===== src/hw/periodic_timer_pkg.sv =====
// Package of register offsets, field positions, reset values and encodings
package periodic_timer_pkg;

    localparam int CNT_W = 10;

    // Register byte offsets on the AXI4-Lite bus
    localparam logic [7:0] CTRL0_OFFS   = 8'h00;
    localparam logic [7:0] CTRL1_OFFS   = 8'h04;
    localparam logic [7:0] COUNT_OFFS   = 8'h08;
    localparam logic [7:0] CMPA_OFFS    = 8'h0C;
    localparam logic [7:0] PERIOD_OFFS  = 8'h10;
    localparam logic [7:0] STATUS_OFFS  = 8'h14;

    // Control 0 fields: run bit and timer clock divider select
    localparam int RUN_BIT      = 3;
    localparam int CLKSEL_LSB   = 0;
    localparam int CLKSEL_W     = 3;

    // Control 1 fields (timer_control_one)
    localparam int MODE_HI_BIT  = 7;
    localparam int MODE_LO_BIT  = 6;
    localparam int PACT_HI_BIT  = 5;
    localparam int PACT_LO_BIT  = 4;
    localparam int INIT_BIT     = 3;
    localparam int INV_BIT      = 2;
    localparam int CLRSRC_BIT   = 0;

    // Status fields; the two flags are write one to clear, the pin bit is read only
    localparam int FLAG_A_BIT   = 0;
    localparam int FLAG_P_BIT   = 1;
    localparam int PIN_BIT      = 2;

    // Reset values
    localparam logic [7:0]       CTRL0_RST  = 8'h00;
    localparam logic [7:0]       CTRL1_RST  = 8'h00;
    localparam logic [CNT_W-1:0] VALUE_RST  = 10'h000;

    // Mode and pin action encodings
    localparam logic [1:0] MODE_CMP    = 2'h0;
    localparam logic [1:0] MODE_PWM    = 2'h2;
    localparam logic [1:0] MODE_TIMER  = 2'h3;
    localparam logic [1:0] PACT_NONE   = 2'h0;
    localparam logic [1:0] PACT_LOW    = 2'h1;
    localparam logic [1:0] PACT_HIGH   = 2'h2;
    localparam logic [1:0] PACT_TOGGLE = 2'h3;

    localparam logic [1:0] AXI_OKAY    = 2'h0;
    localparam logic [1:0] AXI_SLVERR  = 2'h2;

endpackage


===== src/hw/periodic_timer.sv =====
// Periodic timer with compare, timer, PWM and single-pulse modes behind AXI4-Lite
//
// Implementation choices: the AXI4-Lite interface to the registers and the address map.
`timescale 1ns/100ps
module periodic_timer
    import periodic_timer_pkg::*;
(
    input  wire logic        clk_sys_in,
    input  wire logic        resetn_in,
    input  wire logic [7:0]  s_axi_awaddr,
    input  wire logic        s_axi_awvalid,
    output logic             s_axi_awready,
    input  wire logic [31:0] s_axi_wdata,
    input  wire logic [3:0]  s_axi_wstrb,
    input  wire logic        s_axi_wvalid,
    output logic             s_axi_wready,
    output logic [1:0]       s_axi_bresp,
    output logic             s_axi_bvalid,
    input  wire logic        s_axi_bready,
    input  wire logic [7:0]  s_axi_araddr,
    input  wire logic        s_axi_arvalid,
    output logic             s_axi_arready,
    output logic [31:0]      s_axi_rdata,
    output logic [1:0]       s_axi_rresp,
    output logic             s_axi_rvalid,
    input  wire logic        s_axi_rready,
    input  wire logic        external_trigger_pin_in,
    output logic             timer_pin_out,
    output logic             timer_pin_oe_out
);
    import periodic_timer_pkg::*;

    logic [7:0]       ctrl0_r, ctrl0_nxt;
    logic [7:0]       ctrl1_r, ctrl1_nxt;
    logic [CNT_W-1:0] cmpa_r, cmpa_nxt;
    logic [CNT_W-1:0] per_r, per_nxt;
    logic [CNT_W-1:0] cnt_r, cnt_nxt;
    logic             run_q_r, run_q_nxt;
    logic             pin_r, pin_nxt;
    logic             oe_r, oe_nxt;
    logic             flag_a_r, flag_a_nxt;
    logic             flag_p_r, flag_p_nxt;
    logic             aw_got_r, aw_got_nxt;
    logic             w_got_r, w_got_nxt;
    logic [7:0]       waddr_r, waddr_nxt;
    logic [31:0]      wdata_r, wdata_nxt;
    logic             bvalid_r, bvalid_nxt;
    logic [1:0]       bresp_r, bresp_nxt;
    logic             rvalid_r, rvalid_nxt;
    logic [31:0]      rdata_r, rdata_nxt;
    logic [1:0]       rresp_r, rresp_nxt;
    logic             arready_r, arready_nxt;
    logic             tick;
    logic             trig_rise;

    // Timer clock selection comes from the control register as a divided enable
    tick_divider #(
        .SEL_W (CLKSEL_W)
    ) u_div (
        .clk_sys_in (clk_sys_in),
        .resetn_in  (resetn_in),
        .sel_in     (ctrl0_r[CLKSEL_LSB +: CLKSEL_W]),
        .tick_out   (tick)
    );

    pin_sync u_trig (
        .clk_sys_in (clk_sys_in),
        .resetn_in  (resetn_in),
        .pin_in     (external_trigger_pin_in),
        .rise_out   (trig_rise)
    );

    // Decoded control fields
    logic [1:0] mode;
    logic [1:0] pact;
    logic       run, init_lvl, inv, clr_src, single, wr_go;
    assign mode     = {ctrl1_r[MODE_HI_BIT], ctrl1_r[MODE_LO_BIT]};
    assign pact     = {ctrl1_r[PACT_HI_BIT], ctrl1_r[PACT_LO_BIT]};
    assign run      = ctrl0_r[RUN_BIT];
    assign init_lvl = ctrl1_r[INIT_BIT];
    assign inv      = ctrl1_r[INV_BIT];
    assign clr_src  = ctrl1_r[CLRSRC_BIT];
    assign single   = (mode == MODE_PWM) && (pact == PACT_TOGGLE);
    assign wr_go    = aw_got_r && w_got_r && !bvalid_r;

    // Write channel: address and data taken in either order, response after both.
    // Both stay captured until the response is taken, so no new write slips in early.
    always_comb
    begin
        aw_got_nxt = aw_got_r;
        w_got_nxt  = w_got_r;
        waddr_nxt  = waddr_r;
        wdata_nxt  = wdata_r;
        bvalid_nxt = bvalid_r;
        bresp_nxt  = bresp_r;
        if (s_axi_awvalid && !aw_got_r)
        begin
            aw_got_nxt = 1'b1;
            waddr_nxt  = s_axi_awaddr;
        end
        if (s_axi_wvalid && !w_got_r)
        begin
            w_got_nxt = 1'b1;
            wdata_nxt = s_axi_wdata;
        end
        if (wr_go)
        begin
            bvalid_nxt = 1'b1;
            bresp_nxt  = (waddr_r <= STATUS_OFFS && waddr_r[1:0] == 2'h0) ? AXI_OKAY : AXI_SLVERR;
        end
        else if (bvalid_r && s_axi_bready)
        begin
            aw_got_nxt = 1'b0;
            w_got_nxt  = 1'b0;
            bvalid_nxt = 1'b0;
        end
    end

    // Read channel: one read at a time, unmapped addresses answer SLVERR with zero data
    always_comb
    begin
        arready_nxt = !rvalid_r && !arready_r;
        rvalid_nxt  = rvalid_r;
        rdata_nxt   = rdata_r;
        rresp_nxt   = rresp_r;
        if (s_axi_arvalid && arready_r)
        begin
            arready_nxt = 1'b0;
            rvalid_nxt  = 1'b1;
            rresp_nxt   = AXI_OKAY;
            case (s_axi_araddr)
                CTRL0_OFFS:  rdata_nxt = {24'h000000, ctrl0_r};
                CTRL1_OFFS:  rdata_nxt = {24'h000000, ctrl1_r};
                COUNT_OFFS:  rdata_nxt = {22'h000000, cnt_r};
                CMPA_OFFS:   rdata_nxt = {22'h000000, cmpa_r};
                PERIOD_OFFS: rdata_nxt = {22'h000000, per_r};
                STATUS_OFFS: rdata_nxt = {29'h00000000, pin_r, flag_p_r, flag_a_r};
                default:
                begin
                    rdata_nxt = 32'h00000000;
                    rresp_nxt = AXI_SLVERR;
                end
            endcase
        end
        else if (rvalid_r && s_axi_rready)
        begin
            rvalid_nxt = 1'b0;
        end
    end

    // Counter, comparators, flags and pin; register writes merge in here
    logic [CNT_W-1:0] inc;
    logic             m_a, m_p, ovf, run_rise, pwm_act;
    always_comb
    begin
        ctrl0_nxt  = ctrl0_r;
        ctrl1_nxt  = ctrl1_r;
        cmpa_nxt   = cmpa_r;
        per_nxt    = per_r;
        cnt_nxt    = cnt_r;
        pin_nxt    = pin_r;
        // Write-one clears come first; any set below overrides them, so set wins
        flag_a_nxt = flag_a_r && !(wr_go && waddr_r == STATUS_OFFS && wdata_r[FLAG_A_BIT]);
        flag_p_nxt = flag_p_r && !(wr_go && waddr_r == STATUS_OFFS && wdata_r[FLAG_P_BIT]);
        run_q_nxt  = run;
        oe_nxt     = (mode != MODE_TIMER);
        inc        = cnt_r + 10'h001;
        m_a        = 1'b0;
        m_p        = 1'b0;
        ovf        = 1'b0;
        run_rise   = run && !run_q_r;
        pwm_act    = 1'b0;
        if (run_rise)
        begin
            cnt_nxt = VALUE_RST;
            if (mode != MODE_TIMER)
                pin_nxt = init_lvl;
        end
        else if (run && tick)
        begin
            cnt_nxt = inc;
            m_a = (inc == cmpa_r) && (cmpa_r != 10'h000);
            m_p = (inc == per_r) && (per_r != 10'h000);
            ovf = (inc == 10'h000);
            if (mode == MODE_PWM && !single)
            begin
                // Period match or wrap at 1024 when period is zero
                if (m_p || (per_r == 10'h000 && cnt_r == 10'h3FF))
                    cnt_nxt = VALUE_RST;
                if (m_a)
                    flag_a_nxt = 1'b1;
                if (m_p || (per_r == 10'h000 && cnt_r == 10'h3FF))
                    flag_p_nxt = 1'b1;
            end
            else if (single)
            begin
                if (m_a)
                begin
                    flag_a_nxt = 1'b1;
                    ctrl0_nxt[RUN_BIT] = 1'b0;
                end
            end
            else
            begin
                if (m_a)
                begin
                    flag_a_nxt = 1'b1;
                    if (mode == MODE_CMP)
                    begin
                        case (pact)
                            PACT_LOW:    pin_nxt = 1'b0;
                            PACT_HIGH:   pin_nxt = 1'b1;
                            PACT_TOGGLE: pin_nxt = ~pin_r;
                            default:     pin_nxt = pin_r;
                        endcase
                    end
                end
                if (clr_src)
                begin
                    if (m_a)
                        cnt_nxt = VALUE_RST;
                end
                else
                begin
                    if (m_p || ovf)
                        cnt_nxt = VALUE_RST;
                    if (m_p || (per_r == 10'h000 && ovf))
                        flag_p_nxt = 1'b1;
                end
            end
        end
        // PWM and single-pulse pin levels; counter keeps running for 00/01
        if (mode == MODE_PWM)
        begin
            if (single)
                pwm_act = run;
            else if (per_r != 10'h000 && cmpa_r >= per_r)       // Zero period is 1024
                pwm_act = 1'b1;
            else
                pwm_act = (cnt_nxt < cmpa_r);
            case (pact)
                PACT_NONE: pin_nxt = ~init_lvl ^ inv;
                PACT_LOW:  pin_nxt = init_lvl ^ inv;
                default:   pin_nxt = (pwm_act ? init_lvl : ~init_lvl) ^ inv;
            endcase
        end
        else if (mode == MODE_CMP && run_rise)
            pin_nxt = init_lvl ^ 1'b0;
        // Trigger pin starts a pulse only in single-pulse mode
        if (single && trig_rise)
            ctrl0_nxt[RUN_BIT] = 1'b1;
        // Software writes to the control and value registers
        if (wr_go)
        begin
            case (waddr_r)
                CTRL0_OFFS:  if (s_axi_wstrb[0]) ctrl0_nxt = wdata_r[7:0];
                CTRL1_OFFS:  if (s_axi_wstrb[0]) ctrl1_nxt = wdata_r[7:0] & 8'hFD;
                CMPA_OFFS:   cmpa_nxt = wdata_r[CNT_W-1:0];
                PERIOD_OFFS: per_nxt  = wdata_r[CNT_W-1:0];
                default: ;
            endcase
        end
    end

    // All state registers
    always_ff @(posedge clk_sys_in)
    begin
        if (!resetn_in)
        begin
            ctrl0_r   <= CTRL0_RST;
            ctrl1_r   <= CTRL1_RST;
            cmpa_r    <= VALUE_RST;
            per_r     <= VALUE_RST;
            cnt_r     <= VALUE_RST;
            run_q_r   <= 1'b0;
            pin_r     <= 1'b0;
            oe_r      <= 1'b0;
            flag_a_r  <= 1'b0;
            flag_p_r  <= 1'b0;
            aw_got_r  <= 1'b0;
            w_got_r   <= 1'b0;
            waddr_r   <= 8'h00;
            wdata_r   <= 32'h00000000;
            bvalid_r  <= 1'b0;
            bresp_r   <= AXI_OKAY;
            rvalid_r  <= 1'b0;
            rdata_r   <= 32'h00000000;
            rresp_r   <= AXI_OKAY;
            arready_r <= 1'b0;
        end
        else
        begin
            ctrl0_r   <= ctrl0_nxt;
            ctrl1_r   <= ctrl1_nxt;
            cmpa_r    <= cmpa_nxt;
            per_r     <= per_nxt;
            cnt_r     <= cnt_nxt;
            run_q_r   <= run_q_nxt;
            pin_r     <= pin_nxt;
            oe_r      <= oe_nxt;
            flag_a_r  <= flag_a_nxt;
            flag_p_r  <= flag_p_nxt;
            aw_got_r  <= aw_got_nxt;
            w_got_r   <= w_got_nxt;
            waddr_r   <= waddr_nxt;
            wdata_r   <= wdata_nxt;
            bvalid_r  <= bvalid_nxt;
            bresp_r   <= bresp_nxt;
            rvalid_r  <= rvalid_nxt;
            rdata_r   <= rdata_nxt;
            rresp_r   <= rresp_nxt;
            arready_r <= arready_nxt;
        end
    end

    // Ready flags are flop outputs: write readies from the capture registers, read ready from arready_r
    assign s_axi_awready    = !aw_got_r;
    assign s_axi_wready     = !w_got_r;
    assign s_axi_bvalid     = bvalid_r;
    assign s_axi_bresp      = bresp_r;
    assign s_axi_arready    = arready_r;
    assign s_axi_rvalid     = rvalid_r;
    assign s_axi_rdata      = rdata_r;
    assign s_axi_rresp      = rresp_r;
    assign timer_pin_out    = pin_r;
    assign timer_pin_oe_out = oe_r;
endmodule // periodic_timer


===== src/hw/pin_sync.sv =====
// Three-stage synchroniser with edge detect for the external trigger pin
`timescale 1ns/100ps
module pin_sync (
    input  wire logic clk_sys_in,
    input  wire logic resetn_in,
    input  wire logic pin_in,
    output logic      rise_out
);
    logic [2:0] sync_r;
    logic [2:0] sync_nxt;
    logic       level_r;
    logic       level_nxt;
    logic       rise_r;
    logic       rise_nxt;

    // Level changes only once stages two and three agree; stage one feeds stage two only
    always_comb
    begin
        sync_nxt  = {sync_r[1:0], pin_in};
        level_nxt = (sync_r[1] == sync_r[2]) ? sync_r[2] : level_r;
        rise_nxt  = level_nxt & ~level_r;
    end

    always_ff @(posedge clk_sys_in)
    begin
        if (!resetn_in)
        begin
            sync_r  <= 3'h0;
            level_r <= 1'b0;
            rise_r  <= 1'b0;
        end
        else
        begin
            sync_r  <= sync_nxt;
            level_r <= level_nxt;
            rise_r  <= rise_nxt;
        end
    end

    assign rise_out = rise_r;
endmodule // pin_sync


===== src/hw/tick_divider.sv =====
// Divider that turns the system clock into a one-cycle timer tick enable
`timescale 1ns/100ps
module tick_divider #(
    parameter int SEL_W = 3
) (
    input  wire logic             clk_sys_in,
    input  wire logic             resetn_in,
    input  wire logic [SEL_W-1:0] sel_in,
    output logic                  tick_out
);
    logic [7:0] div_r;
    logic [7:0] div_nxt;
    logic       tick_r;
    logic       tick_nxt;

    // Tick rate is clk / 2^sel; a free running counter keeps all rates phase related
    always_comb
    begin
        div_nxt  = div_r + 8'h01;
        tick_nxt = (sel_in == '0) ? 1'b1
                 : (div_r[sel_in - 1'b1 -: 1] == 1'b1) &&
                   ((div_r & ((8'h01 << (sel_in - 1'b1)) - 8'h01)) ==
                    ((8'h01 << (sel_in - 1'b1)) - 8'h01));
    end

    always_ff @(posedge clk_sys_in)
    begin
        if (!resetn_in)
        begin
            div_r  <= 8'h00;
            tick_r <= 1'b0;
        end
        else
        begin
            div_r  <= div_nxt;
            tick_r <= tick_nxt;
        end
    end

    assign tick_out = tick_r;
endmodule // tick_divider


===== config.mk =====
export PLATFORM = sky130hd
export DESIGN_NAME = periodic_timer
export DESIGN_NICKNAME = d
export VERILOG_FILES = /design/src/hw/periodic_timer_pkg.sv /design/src/hw/periodic_timer.sv /design/src/hw/pin_sync.sv /design/src/hw/tick_divider.sv
export SDC_FILE = /design/constraint.sdc
export NUM_CORES = 1
export LEC_CHECK = 0
export BUFFER_PORTS_ARGS = -buffer_cell sky130_fd_sc_hd__buf_4
export CAP_MARGIN = 20
export CORE_MARGIN = 2
export CORE_UTILIZATION = 50
export DETAILED_ROUTE_END_ITERATION = 7
export PLACE_DENSITY_LB_ADDON = 0.12
export SETUP_SLACK_MARGIN = 0.1
export SLEW_MARGIN = 25
export SYNTH_ARGS = -nofsm -noshare
export SYNTH_HDL_FRONTEND = slang
export SYNTH_SLANG_ARGS = --single-unit
export TNS_END_PERCENT = 10

===== constraint.sdc =====
create_clock -name clk_sys_in -period 9.8 [get_ports clk_sys_in]
set_input_delay 1.96 -clock clk_sys_in [delete_from_list [all_inputs] [get_ports clk_sys_in]]
set_output_delay 1.96 -clock clk_sys_in [all_outputs]
set_load 0.02 [all_outputs]

### Word level (Yosys, flattened, before mapping)

Cells that the tools add are included.

* flip-flop bits (word level): 123
* input port bits: 60
* output and inout bits: 43
* logic and storage cells: 184

* $add $sub $neg: 4
* magnitude comparators: 3
* equality and inequality tests: 22
* shifts and indexed selects: 2
* multiplexer cells: 57
* bitwise gates (word level): 9
* reduce and logical (&&, ||, !) cells: 61

Operators with widths (count)
* 10-bit 2-to-1 mux: 8
* 10-bit one-hot mux with 6 select lines: 1
* 1-bit 2-to-1 mux: 41
* 8-bit by 5-bit equality test with 1-bit output, second input constant: 4
* 1-bit logical AND: 26
* 8-bit by 4-bit equality test with 1-bit output, second input constant: 3
* 10-bit equality test: 2
* 10-bit logical NOT: 2
* 10-bit nonzero test: 2
* 8-bit by 3-bit equality test with 1-bit output, second input constant: 2
* 8-bit logical NOT: 2
* 4-bit 2-to-1 mux: 3
* 4-bit nonzero test: 3
* 10-bit by 1-bit adder with 10-bit output, second input constant: 1
* 10-bit equality test, second input constant: 1
* 10-bit >= comparator: 1
* 10-bit less-than comparator: 1
* 1-bit logical NOT: 9
* 8-bit by 1-bit adder with 8-bit output, second input constant: 1
* 8-bit AND: 1
* 8-bit equality test: 1
* 8-bit by 5-bit <= comparator with 1-bit output, second input constant: 1
* 8-bit by 4-bit variable part select with 1-bit output: 1
* 1-bit by 3-bit << shifter with 8-bit output, first input constant: 1
* other kinds (25): 40

### Logic depth before layout (Yosys ltp)

* depth after elaboration: 18
* depth in mapped cells: 19
* mapped depth without buffers: 18

### By module

From an unflattened synthesis, not the netlist that was laid out.

* cells, all modules: 758
* area total of the unflattened synthesis: 6018.3 um^2

By module, submodules not included
* periodic_timer: times used 1, cells each 672, area an instance 5188.7 um^2, sequential area each 1701.6 um^2
* tick_divider: times used 1, cells each 74, area an instance 680.7 um^2, sequential area each 180.2 um^2
* pin_sync: times used 1, cells each 12, area an instance 148.9 um^2, sequential area each 100.1 um^2

### Least setup slack after synthesis

Ideal clock, no wire load.

* kind: register -> register
* start: register cnt_r[1]
* end: register pin_r, in the netlist timer_pin_out
* library setup time: 127 ps
* arrival: 3857 ps
* data required time: 9673 ps
* slack: 5816 ps
* stages on the path, launching flop included: 19
* path buffers: 1
* clock period less this slack: 3984 ps
* cells stage by stage: dfxtp_1 -> ha_1 -> buf_2 -> nand3_1 -> and3_1 -> a2111oi_2 -> nand4_2 -> o21bai_1 -> a211oi_4 -> o22ai_4 -> nor2_1 -> ha_1 -> a2111oi_0 -> o21ai_0 -> a221oi_1 -> nand2_1 -> a31oi_1 -> mux2i_1 -> o31ai_2

* cells in the longest elaborated chain, start to end: 18
* elaborated cells on any way between the ends: 28
* those cells by class: add/sub: 1; order compare: 1; eq/ne: 3; mux: 14; bitwise: 1; reduce/logical: 8

Ends and longest elaborated chain
* from (decl): RTL line periodic_timer.sv:37 `logic [CNT_W-1:0] cnt_r, cnt_nxt;`
* from (signal assigned): RTL line periodic_timer.sv:297 `cnt_r <= cnt_nxt;`
* 10-bit by 1-bit adder with 10-bit output: RTL line periodic_timer.sv:167 `inc = cnt_r + 10'h001;`
* 10-bit equality test: RTL line periodic_timer.sv:183 `m_p = (inc == per_r) && (per_r != 10'h000);`
* 1-bit logical AND: RTL line periodic_timer.sv:183
* 1-bit logical OR: RTL line periodic_timer.sv:225 `if (m_p || ovf)`
* 10-bit 2-to-1 mux: RTL line periodic_timer.sv:225
* 10-bit 2-to-1 mux: RTL line periodic_timer.sv:218 `if (clr_src)`
* 10-bit 2-to-1 mux: RTL line periodic_timer.sv:195 `else if (single)`
* 10-bit 2-to-1 mux (*): RTL line periodic_timer.sv:185 `if (mode == MODE_PWM && !single)`
* (+2 left out)
* net cnt_nxt[5]: RTL line periodic_timer.sv:37
* 10-bit less-than comparator (*): RTL line periodic_timer.sv:240 `pwm_act = (cnt_nxt < cmpa_r);`
* 1-bit 2-to-1 mux (*): RTL line periodic_timer.sv:237 `else if (per_r != 10'h000 && cmpa_r >= per_r)`
* 1-bit 2-to-1 mux (*): RTL line periodic_timer.sv:235 `if (single)`
* 1-bit 2-to-1 mux (*): RTL line periodic_timer.sv:233 `if (mode == MODE_PWM)`
* 1-bit 2-to-1 mux (*): RTL line periodic_timer.sv:244 `default: pin_nxt = (pwm_act ? init_lvl : ~init_lvl) ^ inv;`
* 1-bit bitwise XOR (*): RTL line periodic_timer.sv:244
* 1-bit one-hot mux with 2 select lines (*): RTL line periodic_timer.sv:241 `case (pact)`
* 1-bit 2-to-1 mux (*): RTL line periodic_timer.sv:233
* to (signal assigned): RTL line periodic_timer.sv:299 `pin_r <= pin_nxt;`
* to (decl): RTL line periodic_timer.sv:39 `logic pin_r, pin_nxt;`

Mark *: on every way through the listed nets, which the timed path passes. The rest lies on a longest branch. The select of a mux whose other input is x is not followed.
A chain may end at the register's enable or synchronous reset.

### Worst setup path in the final report

* start: register cnt_r[2]
* end: register pin_r, in the netlist timer_pin_out

The elaborated chain is that of the path after synthesis.

==> metrics <==
sequential area share after synthesis around a third; synthesized flop and latch total 99; Warnings, synthesis 0; FF-to-FF Start cnt_r[2]; Final ANT Viol Nets 0; RSZ-0062 raised after global routing no; post-CTS setup buffers 0; Inst Count DP 916; Final Hold Viols 0; area of the multi-input gates roughly 0.0038 mm2; Peak Freq 189 MHz; pin count of the biggest net entering global routing 58; XOR/XNOR share of the synthesized area 5.22%; total CTS buffers 9; Post-synth EDFFs 0; Crit path buffers/inverters 0; Max Cap Viol 0; Yosys cell types 70; routed len/inst 18.1 um; CP cell instances nand3_1 -> or3_1 -> a311oi_1 -> nand4b_1 -> nor3_1 -> a211oi_4 -> o22ai_4 -> nor2_1 -> ha_1 -> a2111oi_0 -> o21ai_0 -> a221oi_1 -> nand2_1 -> a31oi_1 -> mux2i_1 -> o31ai_2; dpl ws 4560 ps; CP max stage delay around 700 ps; Cell Count, Final, Fillers Out 932; I/O pin count around 100; WP depth 16; minimum clock period 5290 ps; post-route cell area 0.00681 mm2; syn_area_per_cell between 8 and 9 um2; proportion of synthesized area in mux cells between 8 and 9%; Slew Viols, Final 0; Post-Synth Adder-Cell Area under 10%; power per cell area 126 mW/mm2; R2R depth 16; CP Max Fanout 17; Rel. slew slack 29.3%; hpwl dp 12600 um; hold_buf cts 0; Clock Sink Count 99; Lkg Pwr 2.67 nW; Die Height approximately 110 um; Top delay family on crit path simple AND/OR/NAND/NOR gates; Worst EP arrival 5530 ps; Worst Clk Skew about 13 ps; die width 115 um; Hold Path Origin u_trig.level_r; 1st-pass router iterations 5; vias ~5600; compound-cell area share of the yosys netlist 17.6%; Worst-Margin Slew around 1100 ps; Fill cells 1152; Post-Synth Simple-Gate Area 23.3%; Rows 40; Setup crit end kind flop; fin crit share 54.0%; Min Hold Slack about 420 ps; H-tree lvl count 3; Final setup viols 0; Hold WC Path Type reg2reg; Clk pin slew, worst setup/hold paths 80 ps; critical path's slowest cell dfxtp_1; gr ovfl total 0; cts repair resizes 0; Final Wtd Congestion 0.968; Initial Utilization 51.1%; diode count 0; Vias per Instance 6.06; Post-synth top flop dfxtp_1; ys async rst share 0%; final setup TNS 0 ps; Tot GR Track Use 26.1%; CTS tree yes; clk buf depth 2; Worst Hold Path Cells 1; largest family of logic cells by synthesized area simple AND/OR/NAND/NOR gates; first-pass GRT wire length ~27000 um; post-route setup slack 4510 ps; layout cell share with drive strength beyond 1 a little under an eighth; CP Class reg2reg; worst vdd ir 0.000104 V; Syn Inst Count 755; DRC violation count after routing 0; IO buf count 53; die area around 0.013 mm2; CTS Root Cell clkbuf_16; initial antenna violation count 0; Initial DRC Count 469; Register Area 0.00198 mm2; Mapped Area 0.00613 mm2; Clock Latency Late Sink 360 ps; run status complete, no violations; Cell Area, Placed 0.00648 mm2; vias in the first global route between 5000 and 6000; Core Box Area roughly 0.012 mm2; origin of the worst setup path cnt_r[2]; area delta synth->final 11.0%; CP Launch Type flop; Layout Nets 867; Req. time, crit path 10040 ps; Routed WL ~17000 um
worst reg2reg max path, cell delays in order (launching register included):
cell and delay (ps):
dfxtp_1 700, nand3_1 660, or3_1 560, a311oi_1 270
nand4b_1 210, nor3_1 390, a211oi_4 120, o22ai_4 270
nor2_1 100, ha_1 290, a2111oi_0 320, o21ai_0 150
a221oi_1 490, nand2_1 120, a31oi_1 220, mux2i_1 250
o31ai_2 70
cells in the mapped netlist, drive strengths merged (10+ instances only):
cell type	instances	area (um2)
nor2	89	334
nand3	22	110
o21ai	28	140
mux2i	45	450
nor3	25	130
a21oi	55	275
nand2b	10	62.6
xnor2	21	184
ha	27	338
clkbuf	26	97.6
xor2	13	114
nand2	70	263
nor4	11	90.1
and3	10	62.6
inv	35	131
dfxtp	99	1980
buf	38	254
final timing paths:
check	slack (ps)	end
min reg2reg	420	u_trig.rise_out
max reg2reg	4510	timer_pin_out
max	4510	timer_pin_out
min	420	u_trig.rise_out
power breakdown:
| part | internal [W] | switching (W) | total [W] | leakage, nW |
|---|---|---|---|---|
| Combinational | 0.0000239 | 0.0000362 | 0.0000601 | 1.71 |
| Sequential | 0.000411 | 0.00000938 | 0.000421 | 0.804 |
| Clock | 0.000210 | 0.000169 | 0.000379 | 0.156 |
| Total | 0.000645 | 0.000215 | 0.000860 | 2.67 |
area by class of cell:
type,count,share of cell area (%)
well taps,147,2.70
inverters,35,1.93
clock inverters,6,1.20
repair buffers,55,6.07
clock buffers,10,3.51
flip-flops and latches,99,29.1
multi-input cells,580,55.5
per-layer routing:
| metal | wire [um] | vias to the layer above | global-route usage, % |
|---|---|---|---|
| li1 | - | 2703 | - |
| met2 | 7570 | 239 | 40.5 |
| met3 | 1090 | 44 | 3.69 |
| met4 | 574 | 0 | 12.3 |
| met1 | 7600 | 2661 | 35.9 |
| met5 | 0 | - | 0 |
stage by stage:
step | total power, W | util [%]
4_1_cts | 0.000867 | 56.6
5_1_grt | 0.000892 | 56.7
3_3_place_gp | 0.000489 | 53.9
6_report | 0.000860 | 56.7
3_5_place_dp | 0.000490 | 53.9
2_1_floorplan | 0.000474 | -
kinds of logic after synthesis:
family,after synthesis
simple gates,288
compound gates,159
flops,99
buf+inv,99
xor+xnor,35
mux,47
fa+ha+maj,27
other cells,1
layout by cell type (no fill, tap or decap), types with 7 or more instances in the layout:
cell / count
mux2i_1: 45
conb_1: 24
dfxtp_1: 99
a31oi_1: 7
nand2_1: 70
clkbuf_16: 9
nand3_1: 22
or4_1: 7
and3_1: 10
nor2b_1: 9
inv_1: 34
buf_4: 55
o21ai_0: 27
a21oi_1: 55
xnor2_1: 21
nor2_1: 89
ha_1: 27
nor4_1: 9
nor3_1: 22
a22o_1: 7
nand2b_1: 10
and2_1: 8
xor2_1: 13
flip-flops by register name, indices dropped and copies added, names as in the netlist, 3 cells and up:
register and flops:
cmpa_r 10, cnt_r 10, ctrl0_r 8, ctrl1_r 7, per_r 10, s_axi_rdata 10
u_div.div_r 8, u_trig.sync_r 3, waddr_r 8, wdata_r 10
No activity file was read; power rests on OpenSTA's default activity.
